### src/common/arc_pkg.sv
// package: register map, field layout and reset values of the result block
package arc_pkg;
   // ************************************************************
   // register offsets (register index on the plain port)
   // ************************************************************
   localparam logic [3:0] OFS_RESULT_HIGH  = 4'h0;
   localparam logic [3:0] OFS_RESULT_LOW   = 4'h1;
   localparam logic [3:0] OFS_CMP_HIGH     = 4'h2;
   localparam logic [3:0] OFS_CMP_LOW      = 4'h3;
   localparam logic [3:0] OFS_CONFIG       = 4'h4;
   localparam logic [3:0] OFS_PIN_DISABLE  = 4'h5;
   localparam logic [3:0] OFS_CMP_CTRL     = 4'h6;
   localparam logic [3:0] OFS_STATUS       = 4'h7;
   // ************************************************************
   // configuration fields
   // ************************************************************
   localparam int CFG_LOW_POWER_BIT  = 7;
   localparam int CFG_DIV_LSB        = 5;
   localparam int CFG_LONG_SMP_BIT   = 4;
   localparam int CFG_WIDTH_LSB      = 2;
   localparam int CFG_CLKSEL_LSB     = 0;
   localparam logic [1:0] WIDTH_8    = 2'h0;
   localparam logic [1:0] WIDTH_10   = 2'h2;
   // compare control and status fields
   localparam int CTL_ENABLE_BIT     = 0;
   localparam int CTL_POLARITY_BIT   = 1;
   localparam int STS_COMPLETE_BIT   = 0;
   localparam int STS_FROZEN_BIT     = 1;
   localparam int STS_VALID_BIT      = 2;
   // reset values
   localparam logic [7:0] RST_BYTE   = 8'h00;
endpackage

### src/verilog/arc_regs.sv
// design: result, compare and configuration registers of the converter
//
// Function
// - result low holds bits 7:0 at 10-bit, whole result at 8-bit.
// - results load at completion unless compare enabled and not satisfied, or frozen at 10-bit.
// - 10-bit: reading result high freezes results until result low read.
// - completions during freeze are discarded, never transferred.
// - 8-bit: no freeze; every completion passing the compare updates result low.
// - after width change result low is invalid until next completion.
// - compare high holds upper two bits, compared in 10-bit mode.
// - 8-bit: compare high is ignored by compare logic.
// - compare low bits compared with result bits 7:0 in both widths.
// - config bit 7 selects high speed (0) or low power (1).
// - config bits 6:5 divide input clock by 1, 2, 4, 8.
// - config bit 4 selects short (0) or long (1) sample.
// - config bits 3:2: 00 8-bit, 10 10-bit; 01, 11 reserved.
// - config bits 1:0 pick bus, bus/2, alternate or internal clock.
// - pin disable bit n governs channel n pin, 1 removes port control.
// - disabled pin: output high-z, input reads zero, pullup off.
// - complete flag set only when compare true, or always if disabled, except during a 10-bit freeze.
// - polarity 0: less than true; 1: greater or equal true.
// - 8-bit: result high bits read zero.
//
// Chosen here: the plain strobed port and the register offsets.
`timescale 1ns/1ps
module arc_regs #(
   parameter int CHANNELS = 8
) (
   input  wire logic                clock_i,
   input  wire logic                reset_i,
   input  wire logic [3:0]          addr_i,
   input  wire logic [7:0]          wdata_i,
   input  wire logic                write_i,
   input  wire logic                read_i,
   output logic      [7:0]          rdata_o,
   input  wire logic                done_i,
   input  wire logic [9:0]          conv_data_i,
   output logic                     low_power_o,
   output logic      [1:0]          clock_divide_o,
   output logic                     long_sample_o,
   output logic                     width_10bit_o,
   output logic      [1:0]          input_clock_select_o,
   output logic                     complete_o,
   input  wire logic                bus_clock_i,
   input  wire logic                alternate_clock_i,
   input  wire logic                internal_async_clock_i,
   output logic                     converter_clock_o,
   input  wire logic [CHANNELS-1:0] port_out_i,
   input  wire logic [CHANNELS-1:0] port_oe_i,
   input  wire logic [CHANNELS-1:0] port_pullup_i,
   input  wire logic [CHANNELS-1:0] pin_in_i,
   output logic      [CHANNELS-1:0] pin_out_o,
   output logic      [CHANNELS-1:0] pin_oe_o,
   output logic      [CHANNELS-1:0] pin_pullup_o,
   output logic      [CHANNELS-1:0] port_in_o
);
   // the pin-disable register is one byte wide
   initial begin
      if (CHANNELS != 8) $error("arc_regs: CHANNELS must be 8");
   end

   // ************************************************************
   // register state
   // ************************************************************
   logic [7:0]  result_low, next_result_low;
   logic [1:0]  result_top, next_result_top;
   logic [7:0]  compare_value_high, next_compare_value_high;
   logic [7:0]  compare_value_low, next_compare_value_low;
   logic [7:0]  converter_config, next_converter_config;
   logic [7:0]  analog_pin_disable_low, next_analog_pin_disable_low;
   logic        compare_enable, next_compare_enable;
   logic        compare_polarity, next_compare_polarity;
   logic        complete, next_complete;
   logic        frozen, next_frozen;
   logic        valid, next_valid;
   logic [7:0]  next_rdata;
   logic        wide;
   logic [9:0]  cmp_value, cmp_result;
   logic        cmp_less, cmp_true, accept;

   assign wide = (converter_config[3:2] == arc_pkg::WIDTH_10);

   // ************************************************************
   // compare logic
   // ************************************************************
   // 8-bit width ignores the high compare byte and the two top bits
   always_comb begin
      if (wide) begin
         cmp_value  = {compare_value_high[1:0], compare_value_low};
         cmp_result = conv_data_i;
      end else begin
         cmp_value  = {2'h0, compare_value_low};
         cmp_result = {2'h0, conv_data_i[7:0]};
      end
      cmp_less = (cmp_result < cmp_value);
      cmp_true = compare_polarity ? !cmp_less : cmp_less;
      // a frozen pair drops the completion entirely
      accept   = done_i && !(wide && frozen)
                 && (!compare_enable || cmp_true);
   end

   // ************************************************************
   // next-state for registers and read data
   // ************************************************************
   always_comb begin
      next_result_low             = result_low;
      next_result_top             = result_top;
      next_compare_value_high     = compare_value_high;
      next_compare_value_low      = compare_value_low;
      next_converter_config       = converter_config;
      next_analog_pin_disable_low = analog_pin_disable_low;
      next_compare_enable         = compare_enable;
      next_compare_polarity       = compare_polarity;
      next_complete               = complete;
      next_frozen                 = frozen;
      next_valid                  = valid;
      next_rdata                  = arc_pkg::RST_BYTE;
      // software side: reads and writes
      if (write_i) begin
         case (addr_i)
            arc_pkg::OFS_CMP_HIGH:    next_compare_value_high = wdata_i;
            arc_pkg::OFS_CMP_LOW:     next_compare_value_low  = wdata_i;
            arc_pkg::OFS_CONFIG: begin
               next_converter_config = wdata_i;
               if (wdata_i[3:2] != converter_config[3:2]) begin
                  next_valid  = 1'b0;
                  next_frozen = 1'b0;
               end
            end
            arc_pkg::OFS_PIN_DISABLE: next_analog_pin_disable_low = wdata_i;
            arc_pkg::OFS_CMP_CTRL: begin
               next_compare_enable   = wdata_i[arc_pkg::CTL_ENABLE_BIT];
               next_compare_polarity = wdata_i[arc_pkg::CTL_POLARITY_BIT];
            end
            default: ;
         endcase
      end
      if (read_i) begin
         case (addr_i)
            arc_pkg::OFS_RESULT_HIGH: begin
               next_rdata = wide ? {6'h0, result_top} : 8'h00;
               if (wide) next_frozen = 1'b1;
            end
            arc_pkg::OFS_RESULT_LOW: begin
               next_rdata    = result_low;
               next_frozen   = 1'b0;
               next_complete = 1'b0;
            end
            arc_pkg::OFS_CMP_HIGH:    next_rdata = compare_value_high;
            arc_pkg::OFS_CMP_LOW:     next_rdata = compare_value_low;
            arc_pkg::OFS_CONFIG:      next_rdata = converter_config;
            arc_pkg::OFS_PIN_DISABLE: next_rdata = analog_pin_disable_low;
            arc_pkg::OFS_CMP_CTRL:
               next_rdata = {6'h0, compare_polarity, compare_enable};
            arc_pkg::OFS_STATUS:
               next_rdata = {5'h0, valid, frozen, complete};
            default:                  next_rdata = 8'h00;
         endcase
      end
      // hardware side: a completion wins over a same-cycle clear
      if (accept) begin
         if (wide) begin
            next_result_low = conv_data_i[7:0];
            next_result_top = conv_data_i[9:8];
         end else begin
            next_result_low = conv_data_i[7:0];
            next_result_top = 2'h0;
         end
         next_complete = 1'b1;
         next_valid    = 1'b1;
      end
   end

   // registers only capture the next values
   always_ff @(posedge clock_i) begin
      if (reset_i) begin
         result_low             <= arc_pkg::RST_BYTE;
         result_top             <= 2'h0;
         compare_value_high     <= arc_pkg::RST_BYTE;
         compare_value_low      <= arc_pkg::RST_BYTE;
         converter_config       <= arc_pkg::RST_BYTE;
         analog_pin_disable_low <= arc_pkg::RST_BYTE;
         compare_enable         <= 1'b0;
         compare_polarity       <= 1'b0;
         complete               <= 1'b0;
         frozen                 <= 1'b0;
         valid                  <= 1'b0;
         rdata_o                <= arc_pkg::RST_BYTE;
      end else begin
         result_low             <= next_result_low;
         result_top             <= next_result_top;
         compare_value_high     <= next_compare_value_high;
         compare_value_low      <= next_compare_value_low;
         converter_config       <= next_converter_config;
         analog_pin_disable_low <= next_analog_pin_disable_low;
         compare_enable         <= next_compare_enable;
         compare_polarity       <= next_compare_polarity;
         complete               <= next_complete;
         frozen                 <= next_frozen;
         valid                  <= next_valid;
         rdata_o                <= next_rdata;
      end
   end

   // ************************************************************
   // configuration outputs and converter clock
   // ************************************************************
   assign low_power_o   = converter_config[arc_pkg::CFG_LOW_POWER_BIT];
   assign clock_divide_o = converter_config[arc_pkg::CFG_DIV_LSB +: 2];
   assign long_sample_o = converter_config[arc_pkg::CFG_LONG_SMP_BIT];
   assign width_10bit_o = wide;
   assign input_clock_select_o =
      converter_config[arc_pkg::CFG_CLKSEL_LSB +: 2];
   assign complete_o    = complete;

   // source clocks act as enables so the whole block stays in one domain;
   // limitation: alternate and internal sources are sampled on clock_i,
   // so they must run well below it or edges are lost
   // the divider counts source ticks, not bus cycles, so the ratio holds
   // whatever source is picked; the output toggles once per divided tick
   logic [2:0] div_cnt, next_div_cnt;
   logic       conv_clk, next_conv_clk;
   logic       src_tick, src_prev, next_src_prev;
   logic       bus_half, next_bus_half;
   logic [2:0] last_count;
   always_comb begin
      next_src_prev = src_prev;
      // halved bus source: every second bus enable is passed on
      next_bus_half = bus_clock_i ? !bus_half : bus_half;
      case (input_clock_select_o)
         2'h0: src_tick = bus_clock_i;
         2'h1: src_tick = bus_clock_i && bus_half;
         2'h2: src_tick = alternate_clock_i && !src_prev;
         2'h3: src_tick = internal_async_clock_i && !src_prev;
         default: src_tick = 1'b0;
      endcase
      if (input_clock_select_o[1])
         next_src_prev = input_clock_select_o[0] ? internal_async_clock_i
                                                 : alternate_clock_i;
      // ratio 1, 2, 4 or 8 source ticks per output step
      last_count    = 3'((4'h1 << clock_divide_o) - 4'h1);
      next_div_cnt  = div_cnt;
      next_conv_clk = conv_clk;
      if (src_tick) begin
         // >= so a ratio lowered mid-count wraps at once
         if (div_cnt >= last_count) begin
            next_div_cnt  = 3'h0;
            next_conv_clk = !conv_clk;
         end else begin
            next_div_cnt  = div_cnt + 3'h1;
         end
      end
   end
   always_ff @(posedge clock_i) begin
      if (reset_i) begin
         div_cnt  <= 3'h0;
         conv_clk <= 1'b0;
         src_prev <= 1'b0;
         bus_half <= 1'b0;
      end else begin
         div_cnt  <= next_div_cnt;
         conv_clk <= next_conv_clk;
         src_prev <= next_src_prev;
         bus_half <= next_bus_half;
      end
   end
   assign converter_clock_o = conv_clk;

   // ************************************************************
   // pin control
   // ************************************************************
   // a disabled pin hands the pad to the analog input
   assign pin_out_o    = port_out_i & ~analog_pin_disable_low;
   assign pin_oe_o     = port_oe_i & ~analog_pin_disable_low;
   assign pin_pullup_o = port_pullup_i & ~analog_pin_disable_low;
   assign port_in_o    = pin_in_i & ~analog_pin_disable_low;
endmodule

### config.mk
export PLATFORM = sky130hd
export DESIGN_NAME = arc_regs
export DESIGN_NICKNAME = d
export VERILOG_FILES = /design/src/common/arc_pkg.sv /design/src/verilog/arc_regs.sv
export SDC_FILE = /design/constraint.sdc
export NUM_CORES = 1
export LEC_CHECK = 0
export ABC_AREA = 1
export BUFFER_PORTS_ARGS = -buffer_cell sky130_fd_sc_hd__buf_2
export CAP_MARGIN = 25
export CORE_MARGIN = 5
export CORE_UTILIZATION = 45
export CTS_BUF_LIST = sky130_fd_sc_hd__clkbuf_4 sky130_fd_sc_hd__clkbuf_8 sky130_fd_sc_hd__clkbuf_16
export DETAILED_ROUTE_END_ITERATION = 16
export PLACE_DENSITY = 0.76
export SYNTH_ARGS = -nofsm -noshare
export SYNTH_HDL_FRONTEND = slang
export SYNTH_SLANG_ARGS = --single-unit
### constraint.sdc
create_clock -name clock_i -period 1.8 [get_ports clock_i]
set_clock_uncertainty 0.1 [all_clocks]
set_input_delay 0.27 -clock clock_i [delete_from_list [all_inputs] [get_ports clock_i]]
set_output_delay 0.27 -clock clock_i [all_outputs]
set_load 0.01 [all_outputs]
Word-level counts from Yosys, hierarchy flattened
Cells that the tools add are included.
{"block": "classes", "n_addsub": 2, "n_bitwise": 6, "eq_ne": 12, "mux": 22, "div_mod_pow": 0, "shift": 1, "order_cmp": 2, "n_reduce_logical": 29, "n_mul": 0}
{"cell": "$pmux 8 s8", "count": 1}
{"cell": "$and 8x8->8", "count": 4}
{"cell": "$mux 10", "count": 2}
{"cell": "$eq 4x3->1 const B", "count": 4}
{"cell": "$mux 1", "count": 14}
{"cell": "$reduce_and 2->1", "count": 7}
{"cell": "$lt 10x10->1", "count": 1}
{"cell": "$reduce_bool 2->1", "count": 5}
{"cell": "$eq 4x2->1 const B", "count": 2}
{"cell": "$not 8->8", "count": 1}
{"cell": "$eq 2x2->1 const B", "count": 3}
{"cell": "$logic_and 1x1->1", "count": 6}
{"cell": "$logic_not 1->1", "count": 6}
{"cell": "$eq 4x1->1 const B", "count": 1}
{"cell": "$logic_not 4->1", "count": 1}
{"cell": "$mux 2", "count": 2}
{"cell": "$pmux 1 s4", "count": 1}
{"cell": "$add 3x1->3 const B", "count": 1}
{"cell": "$ge 3x3->1", "count": 1}
{"cell": "$mux 3", "count": 1}
{"cell": "$reduce_and 3->1", "count": 1}
{"cell": "$shl 1x2->3 const A", "count": 1}
{"cell": "$sub 3x1->3 const B", "count": 1}
{"cell": "$eq 2x1->1 const B", "count": 1}
{"cell": "6 further kinds", "count": 6}
{"block": "totals", "regBits": 61, "ram_bits": 0, "rom_bits": 0, "n_memories": 0, "latchBits": 0, "inputBits": 62}

Longest topological paths before layout
{"block": "logic_depth", "ltp_word": 9, "depth_mapped": 15, "ltp_nobuf": 14}

Least setup slack after synthesis
OpenSTA, ideal clock, no wires.
{"block": "synth_timing", "kind": "reg2reg", "start": "register converter_config[3]", "end": "register result_low[0]", "required_time_ns": 1.585, "path_buffers": 1, "stages_incl_launch_ff": 14, "arrival_ns": 1.818, "setup_ns": 0.115, "path_slack_ns": -0.233, "cell_sequence": "dfxtp_1 inv_1 nor2_2 nand2_1 inv_1 ha_1 a21o_1 nor2_1 nand3_1 nand2_1 nand3_2 buf_4 a21oi_1 nor2_1"}
{"block": "synth_between", "elab_chain_cells": 7, "word_cells_on_any_way": 11, "classes_between": "order compare: 1; eq/ne: 1; mux: 3; reduce/logical: 6"}
{"element": "from (decl)", "line": "arc_regs.sv:69", "rtl": "logic [7:0] converter_config, next_converter_config;"}
{"element": "from (signal assigned)", "line": "arc_regs.sv:181", "rtl": "converter_config <= arc_pkg::RST_BYTE;"}
{"element": "from (signal assigned)", "line": "arc_regs.sv:194", "rtl": "converter_config <= next_converter_config;"}
{"element": "$eq 2x2->1 (*)", "line": "arc_regs.sv:81", "rtl": "assign wide = (converter_config[3:2] == arc_pkg::WIDTH_10);"}
{"element": "named net width_10bit_o", "line": "arc_regs.sv:41", "rtl": "output logic width_10bit_o,"}
{"element": "$mux 10 (*)", "line": "arc_regs.sv:88", "rtl": "if (wide) begin"}
{"element": "named net cmp_result[9]", "line": "arc_regs.sv:78", "rtl": "logic [9:0] cmp_value, cmp_result;"}
{"element": "$lt 10x10->1 (*)", "line": "arc_regs.sv:95", "rtl": "cmp_less = (cmp_result < cmp_value);"}
{"element": "$logic_not 1->1", "line": "arc_regs.sv:96", "rtl": "cmp_true = compare_polarity ? !cmp_less : cmp_less;"}
{"element": "$mux 1 (*)", "line": "arc_regs.sv:96"}
{"element": "$logic_or 1x1->1 (*)", "line": "arc_regs.sv:99", "rtl": "&& (!compare_enable || cmp_true);"}
{"element": "$logic_and 1x1->1 (*)", "line": "arc_regs.sv:99"}
{"element": "to (signal assigned)", "line": "arc_regs.sv:177", "rtl": "result_low <= arc_pkg::RST_BYTE;"}
{"element": "to (signal assigned)", "line": "arc_regs.sv:190", "rtl": "result_low <= next_result_low;"}
{"element": "to (decl)", "line": "arc_regs.sv:65", "rtl": "logic [7:0] result_low, next_result_low;"}
Mark *: on every way through the listed nets, which the timed path passes. The rest lies on a longest branch.
A chain may end at the register's enable or synchronous reset.

Worst setup path in the final report
{"block": "layout_timing", "start": "register converter_config[3]", "end": "register result_low[7]"}
{"block": "layout_between", "elab_chain_cells": 7, "word_cells_on_any_way": 11, "classes_between": "order compare: 1; eq/ne: 1; mux: 3; reduce/logical: 6"}
{"element": "$eq 2x2->1 (*)", "line": "arc_regs.sv:81"}
{"element": "$mux 10", "line": "arc_regs.sv:88"}
{"element": "$lt 10x10->1", "line": "arc_regs.sv:95"}
{"element": "$logic_not 1->1", "line": "arc_regs.sv:96"}
{"element": "$mux 1", "line": "arc_regs.sv:96"}
{"element": "$logic_or 1x1->1", "line": "arc_regs.sv:99"}
{"element": "$logic_and 1x1->1 (*)", "line": "arc_regs.sv:99"}
Every way passes the cells marked *; elsewhere a longest branch is shown, timed or not.

==> metrics.md <==
| Metric | Value |
|---|---|
| Synth Instances | between 400 and 500 |
| Synth cell types | 36 |
| Upper clock frequency limit | around 500 MHz |
| Final WL | 8945 um |
| Synth Flop Type | dfxtp_1 |
| DRT iter0 DRCs | approximately 160 |
| Clock root cell | clkbuf_8 |
| Pwr/cell area | approximately 770 nW/um^2 |
| Final Wtd Congestion | about 0.8 |
| Core ar. | 7137 sq um |
| Area leader, netlist | dfxtp_1 |
| Cts hold-fix bufs | 0 |
| Cts bufs inserted | 9 |
| Worst Path Required | just under 2 ns |
| Synth cell count leaders | inv_1, dfxtp_1, nand2_1 |
| Final setup vio count | 12 |
| Post-layout nets | 661 |
| Routed Antenna Nets | 0 |
| Vias in the first global route | approximately 3300 |
| Sinks on Clock Net | between 60 and 70 |
| Clock Tree Buf Depth | 2 |
| EDFF count, synth | 0 |
| Period minus WS final | about 2.0 ns |
| Total GRT Usage | 20.45% |
| Clock Latency Late Sink | about 0.35 ns |
| Sequential fraction of the synthesis area | a little under two fifths |
| Mean Syn Cell Area | about 6.9 sq um |
| GRT Residual Overflow | 0 |
| Final hold vios | 0 |
| Vias per inst | a little under 5 |
| Placed cells | 673 |
| RSZ-0062 raised after global routing | yes |
| Synth Register Bits | 61 |
| Area Overhead vs Synth | 29.52% |
| Slowest CP cell | dfxtp_1 |
| Netlist Area Pre-Place | 3251 sq um |
| Max Cap Viol | 0 |
| Standby leakage power | 0.002103 uW |
| Crit path max fanout | 11 |
| Core Util, Final | 58.99% |
| Top cells by area, synth | dfxtp_1, inv_1, a21oi_1 |
| Peak supply drop | 0.0004309 V |
| Register Area | about 1200 sq um |
| Die Wd | 94.99 um |
| Routed vias | 3432 |
| Chip height | roughly 95 um |
| Worst Max-Slew Pin Slew | between 0.3 and 0.4 ns |
| Worst setup path class | reg2reg |
| Clock Pin Slew Worst Setup and Hold Paths | 0.07 ns |
| Row count | 31 |
| Ant. Diodes | 0 |
| Io pins | around 110 |
| Tightest Hold Check Type | in2reg |
| Crit path capture type | register |
| Initial antenna violation count | 0 |
| Critical path arrival | 2.13 ns |
| WL per Instance | 12.96 um |
| Die area | roughly 9000 sq um |
| Most frequent CP cell | nand2_1 |
| Synth top area share | between 30% and 40% |
| Final critical-path share of the clock period | 110.4% |
| Starting Density | a little under half |
| Area of the multi-input gates | 1595 sq um |
| Initial DRT Pass Iterations | 5 |
| Largest net degree at the start of global routing | 47 |
| PortBufs | 110 |
| Normalized max-slew margin | approximately 75% |
| Fraction of layout cells with a size suffix above 1 | ~30% |
| R2R Setup Slk | -0.19 ns |
| Failing checks | negative setup slack |
| H-Tree Depth | 3 |
| First-pass GRT wire length | between 10000 and 15000 um |
| Yosys Warn Count | 0 |
| Filler Cell Count | ~700 |
| DRC viols | 0 |
| Setup ws final | -0.1868 ns |
| Most common cell in the netlist | inv_1 |
| Crit start category | register |
| Status | complete, but fails checks |
| Final std cells w/o fill | slightly below 700 |
| Hpwl dp | 6708 um |
| Syn nets | about 540 |
| CP Cell Sequence | inv_2, nor2_4, nand2_1, ha_1, nand2_2, a21oi_1, nor2_2, nand3_1, nand2_1, nand3_2, buf_6, a21oi_2, nor2_1 |
| CTS tree | built |
| Max-slew violation count | 0 |
| Crit-path max cell delay | approximately 0.32 ns |
| Ys async rst share | 0% |
## worst paths after layout
check,cells past startpoint,from,end
setup / recovery,13,converter_config[3],result_low[7]
hold / removal,2,bus_clock_i,bus_half
setup reg to reg,13,converter_config[3],result_low[7]
hold reg to reg,2,compare_value_high[3],compare_value_high[3]
## layout make-up
| cell class | count | share of cell area, % |
|---|---|---|
| well taps | 99 | 2.942 |
| multi-input cells | 292 | 37.89 |
| clock buffers | 9 | 2.942 |
| flip-flops and latches | 61 | 29.03 |
| clock inverters | 7 | 2.140 |
| inverters | 97 | 8.826 |
| repair buffers | 125 | 16.23 |
## critical path: cells and delay by family, from the launching register on
kind	cells	cell delay, ns
flip-flops	1	0.32
adder cells (fa/ha/maj)	1	0.29
AND/OR/NAND/NOR	8	0.78
buffers and inverters	2	0.21
AO/OA/AOI/OAI	2	0.18
## state kept, by name, summed over array words and instances (netlist names), 2 cells and up
name and cells:
converter_config 8, result_top 2, result_low 8, compare_value_high 8
div_cnt 3, analog_pin_disable_low 8, compare_value_low 8, rdata_o 8
## metal layers
| metal | GRT usage [%] | share of wire, % | wire, um | vias up |
|---|---|---|---|---|
| li1 | - | - | - | 1744 |
| met1 | 25.71 | 41 | 3645 | 1535 |
| met2 | 33.12 | 50 | 4433 | 126 |
| met3 | 4.382 | 7.1 | 632 | 27 |
| met4 | 9.976 | 2.6 | 234 | 0 |
| met5 | 0 | 0 | 0 | - |
## what timing repair did
action                     4_1_cts  5_1_grt
hold endpoints to repair         0        0
resized for setup                7       12
setup endpoints to repair       13       15
buffers inserted                 1        0
pin swaps                        2        2
## per-stage QoR
stage / setup WS, ns / total power, uW / hold slack [ns] / area [sq um] / setup TNS (ns)
6_report: -0.1868 / 3236 / 0.02103 / 4210 / -2.072
5_1_grt: -0.3583 / 3380 / 0.02157 / 4210 / -4.069
4_1_cts: -0.1634 / 3229 / 0.01464 / 4167 / -1.767
3_5_place_dp: -0.1938 / 1906 / 0.3451 / 3928 / -2.040
3_3_place_gp: -0.1347 / 1893 / 0.3367 / 3928 / -1.302
2_1_floorplan: -0.1106 / 1714 / 0.2391 / 3259 / -1.315
## cell usage in the layout (no fill, tap or decap), types with 18 or more instances in the layout
master / n
a21oi_1: 51
o21ai_0: 31
nor2_1: 56
inv_1: 90
dfxtp_1: 60
buf_2: 110
nand2_1: 55
nand3_1: 23
o22ai_1: 18
## where the power goes
group	leakage [uW]	internal (uW)	switching, uW
sequential	0.000497	1400	28.9
combinational	0.00150	194	272
clock	0.000105	771	574
## kinds of logic after synthesis
kind of cell               share of synthesized area [%]
buffers and inverters                              15.13
adders and majority gates                          5.004
AOI/OAI and AO/OA                                  20.17
and+or+nand+nor                                    22.13
DFF                                                37.57
No activity file was read; power rests on OpenSTA's default activity.
